$ cat config.mk
export PLATFORM = sky130hd
export DESIGN_NAME = wwdt_top
export DESIGN_NICKNAME = d
export VERILOG_FILES = /design/src/shared/wwdt_pkg.sv /design/src/verilog/wwdt_top.sv
export SDC_FILE = /design/constraint.sdc
export NUM_CORES = 1
export LEC_CHECK = 0
export BUFFER_PORTS_ARGS = -buffer_cell sky130_fd_sc_hd__buf_2
export CAP_MARGIN = 15
export CELL_PAD_IN_SITES_DETAIL_PLACEMENT = 1
export CELL_PAD_IN_SITES_GLOBAL_PLACEMENT = 1
export CORE_ASPECT_RATIO = 0.6
export CORE_MARGIN = 2
export CORE_UTILIZATION = 47
export CTS_CLUSTER_SIZE = 12
export DETAILED_ROUTE_END_ITERATION = 10
export PLACE_DENSITY_LB_ADDON = 0.1
export SYNTH_ARGS = -nofsm -noshare
export SYNTH_HDL_FRONTEND = slang
export SYNTH_SLANG_ARGS = --single-unit
$ cat constraint.sdc
create_clock -name i_core_clk -period 5 [get_ports i_core_clk]
set_clock_uncertainty 0.2 [all_clocks]
set_input_delay 1 -clock i_core_clk [delete_from_list [all_inputs] [get_ports i_core_clk]]
set_output_delay 1 -clock i_core_clk [all_outputs]
set_load 0.02 [all_outputs]
$ cat src/shared/wwdt_pkg.sv
// Purpose: Constants and types for the windowed watchdog timer
// Assumes: Core clock 125 MHz, low-power oscillator ticks as a strobe
// Notes:   Offsets, reset values and counts live here
package wwdt_pkg;

  // Core clock and nominal oscillator
  localparam int unsigned CORE_CLK_KHZ  = 125000;
  localparam int unsigned OSC_NOM_KHZ   = 32;
  // Prescale lengths
  localparam int unsigned PRE_SHORT_DIV = 32;
  localparam int unsigned PRE_LONG_DIV  = 128;
  localparam int unsigned PRE_W         = 7;
  // Base periods in microseconds
  localparam int unsigned BASE_SHORT_US = 1000;
  localparam int unsigned BASE_LONG_US  = 4000;
  // Postscale: 16 settings, 1:1 .. 1:32768
  localparam int unsigned POST_SEL_W    = 4;
  localparam int unsigned POST_W        = 15;
  localparam int unsigned POST_MAX_LOG2 = 15;
  // Core clocks per oscillator tick when generated internally
  localparam int unsigned OSC_DIV_CYC   = CORE_CLK_KHZ / OSC_NOM_KHZ;
  localparam int unsigned OSC_DIV_W     = 12;

  // Register map (byte offsets)
  localparam logic [7:0] REG_RESET_CTRL = 8'h00;
  localparam logic [7:0] REG_FUSE_WORD  = 8'h04;
  localparam logic [7:0] REG_IRQ_STAT   = 8'h08;
  localparam logic [7:0] REG_IRQ_MASK   = 8'h0c;
  localparam logic [7:0] REG_COUNT      = 8'h10;

  // Reset-control field positions
  localparam int unsigned RC_IDLE_BIT    = 2;
  localparam int unsigned RC_SLEEP_BIT   = 3;
  localparam int unsigned RC_TIMEOUT_BIT = 4;
  localparam int unsigned RC_SW_EN_BIT   = 5;
  // Fuse word field positions
  localparam int unsigned FW_POST_LSB    = 0;
  localparam int unsigned FW_PRE_BIT     = 4;
  localparam int unsigned FW_HW_EN_BIT   = 5;
  localparam int unsigned FW_WIN_DIS_BIT = 6;
  // Interrupt status bits
  localparam int unsigned IRQ_TIMEOUT    = 0;
  localparam int unsigned IRQ_WAKE       = 1;
  localparam int unsigned IRQ_EARLY_CLR  = 2;
  localparam int unsigned IRQ_W          = 3;

  localparam logic [31:0] RC_RESET   = 32'h0000_0000;
  localparam logic [IRQ_W-1:0] IRQ_RESET = 3'h0;

  typedef enum logic [1:0] {
    WWDT_RUN,
    WWDT_SAVE,
    WWDT_RST
  } wwdt_mode_e;

  typedef struct packed {
    logic                  hw_en;
    logic                  win_dis;
    logic                  pre_long;
    logic [POST_SEL_W-1:0] post_sel;
  } wwdt_fuse_s;

  typedef struct packed {
    logic        wr;
    logic        rd;
    logic [7:0]  addr;
    logic [31:0] wdata;
  } wwdt_bus_s;

endpackage : wwdt_pkg

$ cat src/verilog/wwdt_top.sv
// Purpose: Windowed watchdog timer with register port and interrupt
// Assumes: Core events are one-cycle pulses synchronous to i_core_clk
// Notes:   Oscillator ticks are generated from the core clock here
`timescale 1ns/1ps
module wwdt_top
  import wwdt_pkg::*;
#(
  parameter int unsigned OSC_DIV = OSC_DIV_CYC
) (
  // Clock and reset
  input  wire logic        i_core_clk,
  input  wire logic        i_rstn,
  // Fuse word
  input  wire logic [7:0]  i_fuse_word,
  // Core events
  input  wire logic        i_clear_instr,
  input  wire logic        i_sleep_enter,
  input  wire logic        i_idle_enter,
  input  wire logic        i_save_exit,
  input  wire logic        i_clk_switch_done,
  input  wire logic        i_device_reset,
  // Register port
  input  wire logic [7:0]  i_addr,
  input  wire logic [31:0] i_wdata,
  input  wire logic        i_wr,
  input  wire logic        i_rd,
  output      logic [31:0] o_rdata,
  // Outputs
  output      logic        o_wdt_reset,
  output      logic        o_wake,
  output      logic        o_osc_en,
  output      logic        o_irq
);

  initial begin
    if (OSC_DIV < 2 || OSC_DIV >= (1 << OSC_DIV_W)) begin
      $error("OSC_DIV out of range");
    end
  end

  typedef struct packed {
    logic [OSC_DIV_W-1:0]  osc_cnt;
    logic                  tick;
    logic [PRE_W-1:0]      pre;
    logic [POST_W-1:0]     post;
    wwdt_mode_e            mode;
    logic                  sw_en;
    logic                  tmo_flag;
    logic                  sleep_f;
    logic                  idle_f;
    logic [IRQ_W-1:0]      stat;
    logic [IRQ_W-1:0]      mask;
    logic [31:0]           rdata;
    logic                  wdt_reset;
    logic                  wake;
    logic                  osc_en;
    logic                  irq;
  } wwdt_state_s;

  wwdt_state_s st_q;
  wwdt_state_s st_d;
  wwdt_fuse_s  fuse;
  wwdt_bus_s   bus;

  assign fuse.hw_en    = i_fuse_word[FW_HW_EN_BIT];
  assign fuse.win_dis  = i_fuse_word[FW_WIN_DIS_BIT];
  assign fuse.pre_long = i_fuse_word[FW_PRE_BIT];
  assign fuse.post_sel = i_fuse_word[FW_POST_LSB +: POST_SEL_W];
  assign bus.wr        = i_wr;
  assign bus.rd        = i_rd;
  assign bus.addr      = i_addr;
  assign bus.wdata     = i_wdata;

  // Postscale terminal value for a 2^sel division
  function automatic logic [POST_W-1:0] post_last(
    input logic [POST_SEL_W-1:0] sel
  );
    logic [POST_W:0] one;
    one = {{POST_W{1'b0}}, 1'b1};
    post_last = POST_W'((one << sel) - 1'b1);
  endfunction : post_last

  logic                 enabled;
  logic                 pre_wrap;
  logic                 post_wrap;
  logic                 timeout;
  logic                 in_window;
  logic                 early_clr;
  logic                 restart;
  logic [PRE_W-1:0]     pre_last;
  logic [POST_W-1:0]    p_last;
  logic [IRQ_W-1:0]     ev;

  always_comb begin
    st_d = st_q;
    // Hardware enable overrides software bit
    enabled  = fuse.hw_en | st_q.sw_en;
    pre_last = fuse.pre_long ? PRE_W'(PRE_LONG_DIV - 1)
                             : PRE_W'(PRE_SHORT_DIV - 1);
    p_last   = post_last(fuse.post_sel);
    // Compare at or above so a shorter setting never lets a count run past
    pre_wrap  = enabled & st_q.tick & (st_q.pre >= pre_last);
    post_wrap = pre_wrap & (st_q.post >= p_last);
    timeout   = post_wrap;
    // Last quarter of the postscaled period; 1:1 and 1:2 use the last quarter of the final prescale period
    if (fuse.post_sel < POST_SEL_W'(2)) begin
      in_window = ({st_q.post, st_q.pre} >=
                   {p_last, PRE_W'(pre_last - (pre_last >> 2))});
    end else begin
      in_window = (st_q.post >= (p_last - (p_last >> 2)));
    end
    early_clr = enabled & i_clear_instr & ~fuse.win_dis
              & ~in_window & (st_q.mode == WWDT_RUN);
    restart = i_clk_switch_done | i_clear_instr
            | i_sleep_enter | i_idle_enter | i_save_exit;
    ev = '0;
    st_d.wdt_reset = 1'b0;
    st_d.wake      = 1'b0;
    // Free oscillator, gated by enable
    st_d.osc_en = enabled;
    st_d.tick   = 1'b0;
    if (!enabled) begin
      st_d.osc_cnt = '0;
    end else if (st_q.osc_cnt == OSC_DIV_W'(OSC_DIV - 1)) begin
      st_d.osc_cnt = '0;
      st_d.tick    = 1'b1;
    end else begin
      st_d.osc_cnt = st_q.osc_cnt + 1'b1;
    end
    // Counter chain
    if (restart || !enabled) begin
      st_d.pre  = '0;
      st_d.post = '0;
    end else if (pre_wrap) begin
      st_d.pre  = '0;
      st_d.post = post_wrap ? '0 : st_q.post + 1'b1;
    end else if (enabled && st_q.tick) begin
      st_d.pre = st_q.pre + 1'b1;
    end
    // Mode tracking
    case (st_q.mode)
      WWDT_RUN: begin
        if (i_sleep_enter || i_idle_enter) begin
          st_d.mode = WWDT_SAVE;
        end
      end
      WWDT_SAVE: begin
        if (i_save_exit) begin
          st_d.mode = WWDT_RUN;
        end
      end
      WWDT_RST: begin
        st_d.mode = WWDT_RUN;
      end
      default: st_d.mode = WWDT_RUN;
    endcase
    if (i_sleep_enter) begin
      st_d.sleep_f = 1'b1;
    end
    if (i_idle_enter) begin
      st_d.idle_f = 1'b1;
    end
    // Time-out handling
    if (timeout && !restart) begin
      st_d.tmo_flag = 1'b1;
      ev[IRQ_TIMEOUT] = 1'b1;
      if (st_q.mode == WWDT_SAVE) begin
        st_d.wake = 1'b1;
        st_d.mode = WWDT_RUN;
        ev[IRQ_WAKE] = 1'b1;
      end else begin
        st_d.wdt_reset = 1'b1;
        st_d.mode      = WWDT_RST;
      end
    end
    if (early_clr) begin
      st_d.wdt_reset = 1'b1;
      st_d.mode      = WWDT_RST;
      ev[IRQ_EARLY_CLR] = 1'b1;
    end
    // Register writes; hardware set wins over software clear
    if (bus.wr && bus.addr == REG_RESET_CTRL) begin
      st_d.sw_en    = bus.wdata[RC_SW_EN_BIT];
      st_d.tmo_flag = bus.wdata[RC_TIMEOUT_BIT]
                    | st_d.tmo_flag & (timeout & ~restart);
      st_d.sleep_f  = bus.wdata[RC_SLEEP_BIT] | i_sleep_enter;
      st_d.idle_f   = bus.wdata[RC_IDLE_BIT] | i_idle_enter;
    end
    if (bus.wr && bus.addr == REG_IRQ_MASK) begin
      st_d.mask = bus.wdata[IRQ_W-1:0];
    end
    // Reads: status cleared on read, new events kept
    st_d.rdata = '0;
    if (bus.rd) begin
      case (bus.addr)
        REG_RESET_CTRL: begin
          st_d.rdata[RC_SW_EN_BIT]   = st_q.sw_en;
          st_d.rdata[RC_TIMEOUT_BIT] = st_q.tmo_flag;
          st_d.rdata[RC_SLEEP_BIT]   = st_q.sleep_f;
          st_d.rdata[RC_IDLE_BIT]    = st_q.idle_f;
        end
        REG_FUSE_WORD: st_d.rdata[7:0] = i_fuse_word;
        REG_IRQ_STAT: begin
          st_d.rdata[IRQ_W-1:0] = st_q.stat;
          st_d.stat = '0;
        end
        REG_IRQ_MASK:  st_d.rdata[IRQ_W-1:0] = st_q.mask;
        REG_COUNT:     st_d.rdata = {10'h000, st_q.post, st_q.pre};
        default:       st_d.rdata = '0;
      endcase
    end
    st_d.stat = st_d.stat | ev;
    st_d.irq  = |(st_d.stat & st_d.mask);
    // Device reset clears counters and software enable
    if (i_device_reset) begin
      st_d.pre   = '0;
      st_d.post  = '0;
      st_d.sw_en = 1'b0;
      st_d.osc_cnt = '0;
      st_d.mode  = WWDT_RUN;
    end
  end

  always_ff @(posedge i_core_clk or negedge i_rstn) begin
    if (!i_rstn) begin
      st_q <= '0;
    end else begin
      st_q <= st_d;
    end
  end

  assign o_rdata     = st_q.rdata;
  assign o_wdt_reset = st_q.wdt_reset;
  assign o_wake      = st_q.wake;
  assign o_osc_en    = st_q.osc_en;
  assign o_irq       = st_q.irq;
endmodule : wwdt_top

## Word-level counts from Yosys, hierarchy flattened

Cells that the tools add are included.

| cells by class | value |
|---|---|
| add/subtract/negate cells | 6 |
| reductions and logical operators | 17 |
| equality and inequality tests | 8 |
| magnitude comparators | 5 |
| shift operators | 1 |
| bitwise logic cells | 22 |
| muxes and demuxes | 38 |

Operators by type and width:

| kind | count |
|---|---|
| $mux W22 | 2 |
| $mux W12 | 3 |
| $ge A15 B15 Y1 | 2 |
| $mux W15 | 2 |
| $mux W25 | 1 |
| $ge A22 B22 Y1 | 1 |
| $mux W7 | 3 |
| $eq A8 B4 Y1 const B | 2 |
| $add A15 B1 Y15 const B | 1 |
| $shl A1 B4 Y15 const A | 1 |
| $sub A15 B1 Y15 const B | 1 |
| $sub A15 B13 Y15 | 1 |
| $mux W14 | 1 |
| $mux W2 | 7 |
| $add A12 B1 Y12 const B | 1 |
| $eq A12 B12 Y1 const B | 1 |
| $mux W1 | 10 |
| $and A1 B1 Y1 | 9 |
| $mux W3 | 3 |
| $pmux W3 S3 | 1 |
| $eq A8 B3 Y1 const B | 1 |
| $eq A8 B5 Y1 const B | 1 |
| $logic_not A8 Y1 | 1 |
| $or A1 B1 Y1 | 8 |
| 23 further kinds | 33 |

| storage, ports and cells | value |
|---|---|
| register bits after elaboration | 83 |
| output and inout port bits | 36 |
| word-level logic and storage cells | 113 |

## Logic depth before layout (Yosys ltp)

| logic depth | value |
|---|---|
| word-level depth | 12 |
| gate-level depth with buffers | 29 |
| gate-level depth less buffers | 24 |

## Worst setup path before layout

Ideal clock, no wire load.

| path | value |
|---|---|
| kind | input-to-reg |
| start point | input i_fuse_word[3] |
| end point | register st_q[47] in the netlist's numbering |
| required time | 4.735 ns |
| path slack | -1.481 ns |
| stages on the path | 26 |
| path buffers | 7 |
| arrival time | 6.216 ns |
| cells stage by stage | buf_2 > clkbuf_1 > clkbuf_1 > nor2_1 > nand2_1 > ha_1 > clkbuf_1 > buf_1 > buf_1 > xor2_1 > ha_1 > fa_1 > nor2b_1 > nor3_1 > o21ai_1 > buf_2 > o31ai_1 > a221o_1 > ha_1 > a21o_1 > a21o_1 > a2111oi_0 > nand4b_1 > o41ai_2 > o21bai_2 > and2b_1 |

| between the ends | value |
|---|---|
| longest elaborated chain between the ends | 10 |

RTL lines:

| what | line | text |
|---|---|---|
| start: declaration | wwdt_top.sv:14 | `input wire logic [7:0] i_fuse_word,` |
| $shl A1 B4 Y15 | wwdt_top.sv:80 | `post_last = POST_W'((one << sel) - 1'b1);` |
| $sub A15 B1 Y15 | wwdt_top.sv:80 |  |
| $sub A15 B13 Y15 | wwdt_top.sv:110 | `in_window = (st_q.post >= (p_last - (p_last >> 2)));` |
| $ge A15 B15 Y1 | wwdt_top.sv:110 |  |
| $mux W1 | wwdt_top.sv:106 | `if (fuse.post_sel < POST_SEL_W'(2)) begin` |
| $not A1 Y1 | wwdt_top.sv:113 | `& ~in_window & (st_q.mode == WWDT_RUN);` |
| $and A1 B1 Y1 (2 in a row) | wwdt_top.sv:113 |  |
| $ne A5 B3 Y1 (no source line) (tied with other cells) | -- |  |
| $reduce_and A2 Y1 (no source line) / $mux W25 (equally long branches) | -- |  |
| end signal: assignment | wwdt_top.sv:228 | `st_q <= st_d;` |
| end: declaration | wwdt_top.sv:60 | `wwdt_state_s st_q;` |

Parallel ways exist; a longest one is shown, timed or not.
A chain may end at the register's enable or synchronous reset.

## Worst setup path in the final report

| path | value |
|---|---|
| start point | input i_fuse_word[1] |
| end point | register st_q[47] in the netlist's numbering |

Same word-level chain as after synthesis.

==> results.txt <==
The analysis attributes to cell leakage a power of 2.917 nW. The area share of the leading cell type in the synthesized netlist is 0.3394, and the met3 layer wire length in the routed design is 819 um. Dividing total power by cell area gives a power density of 251.4 nW/um^2. Clock tree synthesis found a total of 73 sinks. The H-tree was split into 3 levels. The final non-filler cell area was 6400 sq um; the total count of hold-check failures in the final report was 0. The critical path is of the primary input to register type. The netlist uses 74 different library cells.

The cell area that synthesis handed to floorplanning was 5383 sq um. For the maximum vdd ir drop, the log shows 0.0001601 V. By count the netlist is led by dfrtp_1 (73), nor2_1 (61), ha_1 (39). The post-synthesis mux area share came out at 0.02789. TritonCTS built the clock tree.

The adder-cell share of the synthesized area works out to 0.09833. The path category of the worst min-delay check was register to register. For the number of inserted filler cells in the final layout, the log shows 1322. Data on the critical path arrives at its endpoint at 4.88 ns. The total track usage was 0.2695.

In this run the power spent charging and discharging nets is 0.4424 mW. The post-route fraction of the period consumed by the critical path was 0.9696. The tools report the share of total power in sequential cells as 0.373. The number of antenna diodes in the final layout is 0. In this run the remaining antenna-violating nets after routing total 0.

The run gives 0.3394 as the sequential-to-total area share from yosys stat. The cell with the biggest individual delay on the critical path is a221o_1. Port buffering added 57 buffers. The most used standard cell by instance count after synthesis is dfrtp_1.

The initial cell density of the core is 0.4796. After legalization and detailed placement, the total HPWL measured 12430 um. Setup violations remaining at the end of the flow were counted as 0. Detailed routing placed a total of 7048 um of wire on met2. After clock tree synthesis, the clock-pin slew on the worst setup and hold paths is 0.06 ns.

The area growth from synthesis to layout is 18.90%. The synthesized design spends more area on one cell type than any other, namely dfrtp_1. The logs give 0 for the max-slew violation count and 0 for the hold buffer count at CTS. Entering global routing, the biggest net connects 44 pins. The highest net fanout along the worst path works out to 4. The internal portion of the total power is 1.167 mW.

The XOR/XNOR share of the synthesized area is 0.05532. The number of remaining DRC errors was 0; the average cell area after synthesis was 9.062 sq um. At the end of the flow, the number of nets in the layout was 751. The family with the most delay on the worst path is compound AO/OA/AOI/OAI gates.

The buffers plus inverters on the worst setup path works out to 3. Summing all placed instances gives a cell area of 5879 sq um. The final route contains 4706 vias. By area, the combinational part of the netlist is dominated by simple AND/OR/NAND/NOR gates. The worst slew margin relative to its limit was 0.3323; the routability-driven placement congestion ratio was 0.8740. The top-level I/O count is 94. Global routing finished with a remaining overflow of 0.

The routed design could run at a clock period as short as 4.848 ns. Row generation in the floorplan step produced 30 rows. The transition time of the tightest slew-check pin came out at 1.002 ns. For the worst setup path, the data required time is 5.03 ns. The number of warning messages in the yosys log was 0. Excluding fillers, the count of instances in the completed layout stands at 802.

Measured along the y axis, the die boundary spans 86.90 um. In this design, the stage delay of the slowest critical-path cell is 0.38 ns. The switching share of total power came out at 0.2749.

For the fraction of power consumed by combinational cells, the log shows 0.193. Number of enable flip-flop cells after synthesis: 0. The cell type with the highest occurrence count on the critical path is ha_4. Static timing analysis puts the maximum clock frequency at 0.2063 GHz.

The post-synthesis compound-gate area fraction came out at 0.1778. The element type at the critical path start is a primary input. In this run, synthesis produced a sequential element count of 73. The predominant post-synthesis flop cell was dfrtp_1. The proportion of layout cells with a drive suffix above 1 is 0.2568, and the max-cap check violation count is 0. In this run, CTS created clock tree buffers numbering 9. In this run the standard cell core region covers 11220 sq um.

The iteration count of the initial detailed-routing pass was 5; the detailed-routing wirelength on met1 was 8081 um. Fraction of power consumed by the clock network: 0.434. Summed over all layers, the routed wires come to 16080 um. The run gives 0.34 ns as the clock latency on the worst-skew pair. The post-detailed-route via-to-cell ratio was 5.868. In this run the horizontal extent of the chip is 142.2 um.

STA classifies the critical path endpoint as a register. The topmost layer with routed signal wires was met4. Walking the worst path, the cells encountered are buf_2 -> nor2_4 -> nand2_2 -> ha_4 -> nor4_4 -> a21oi_4 -> o21ai_2 -> inv_2 -> ha_4 -> nor2b_4 -> nor3_4 -> o21ai_4 -> buf_4 -> a21o_1 -> a221o_1 -> ha_4 -> nand4_1 -> a21oi_2 -> nand3_1 -> a21oi_2 -> nand4b_1 -> o41ai_4 -> o21bai_4 -> and2b_1. The async set or reset register ratio after synthesis is 1.000. The basic-gate share of the synthesized area counting and, or, nand and nor cells is 0.2201. The run finished with clean final reports.

Yosys attributes the largest share of cell area to dfrtp_1 (34%), ha_1 (9.1%), buf_4 (4.6%), nor2_1 (4.3%), xor2_1 (2.9%). The run gives 1 as the initial antenna violation count. Counting tap cells, the placed design contains a total of 784 instances. The cell count after synthesis is 594.

The run gives 2 as the number of buffers on the longest clock path. The routed length per placed instance is 20.04 um. In this run the clock root is driven by a clkbuf_16.

The number of global-route vias before repair came out at 4677. For this block, the initial DRC count from the detailed router was 261. The die outline area was 12350 sq um; the wire length of the first global-routing pass was 25490 um.
==> power groups by stage <==
stage / registers [mW] / clock network (mW) / logic, mW
final: 0.600 / 0.699 / 0.310
after floorplan: 0.611 / 0 / 0.178
after CTS: 0.600 / 0.710 / 0.282
after global routing: 0.601 / 0.735 / 0.339
after detailed placement: 0.611 / 0 / 0.277
after global placement: 0.611 / 0 / 0.267
==> flip-flops by register name (all words and copies together), names as in the netlist <==
| register | cells |
|---|---|
| o_irq | 1 |
| o_osc_en | 1 |
| o_rdata | 22 |
| o_wake | 1 |
| o_wdt_reset | 1 |
| st_q | 47 |
==> final cells by class <==
| type | count | area [sq um] | area share |
|---|---|---|---|
| well taps | 144 | 180.2 | 0.02815 |
| clock inverters | 6 | 90.09 | 0.01408 |
| flip-flops and latches | 73 | 1827 | 0.2854 |
| clock buffers | 10 | 229.0 | 0.03578 |
| repair buffers | 95 | 604.3 | 0.09443 |
| multi-input cells | 450 | 3379 | 0.5281 |
| inverters | 24 | 90.09 | 0.01408 |
==> cell families after synthesis <==
family	after synthesis
buf+inv	80
mux	13
other cells	1
compound gates	132
flops	73
simple gates	219
fa+ha+maj	42
xor+xnor	34
==> metal layers <==
| metal | global-route usage | vias up |
|---|---|---|
| met5 | 0 | - |
| met4 | 0.05364 | 0 |
| met2 | 0.4049 | 117 |
| met3 | 0.04618 | 11 |
| li1 | - | 2217 |
| met1 | 0.4084 | 2361 |
==> cells in the final DEF (no fill, tap or decap), types with 16 or more instances in the layout <==
cell     count
a21oi_1     27
and2_1      16
buf_2       54
buf_4       35
dfrtp_1     73
ha_1        34
inv_1       22
nand2_1     26
nand3_1     24
nor2_1      58
o21ai_0     26
xnor2_1     16
xor2_1      17
==> what timing repair did <==
action	in CTS	in global routing
endpoints found under the setup margin	2	5
setup buffers	0	2
pin swaps	4	19
resized for setup	4	33
==> through the flow <==
stage / setup TNS (ns) / hold slack (ns) / setup slack, ns / total power, mW / util
after detailed placement: -1.564 / 0.3160 / -0.3749 / 0.8878 / 0.5239
after CTS: 0 / 0.3289 / 0.03417 / 1.592 / 0.5541
after floorplan: -2.077 / 0.2605 / -0.5380 / 0.7893 / -
after global routing: -0.06243 / 0.3411 / -0.04441 / 1.675 / 0.5702
final: 0 / 0.3250 / 0.1520 / 1.609 / 0.5702
after global placement: -0.9569 / 0.3021 / -0.2448 / 0.8776 / 0.5239
==> worst paths after layout <==
check,cells past startpoint,from,slack (ns),end
hold reg to reg,1,st_q[41],0.33,st_q[41]
setup / recovery,24,i_fuse_word[1],0.15,st_q[47]
min in group asynchronous,1,i_rstn,0.63,o_rdata[3]
setup reg to reg,9,st_q[52],2.04,st_q[47]
hold / removal,1,st_q[41],0.33,st_q[41]
max in group asynchronous,2,i_rstn,2.98,o_rdata[17]
(Power assumes the default switching activity.)
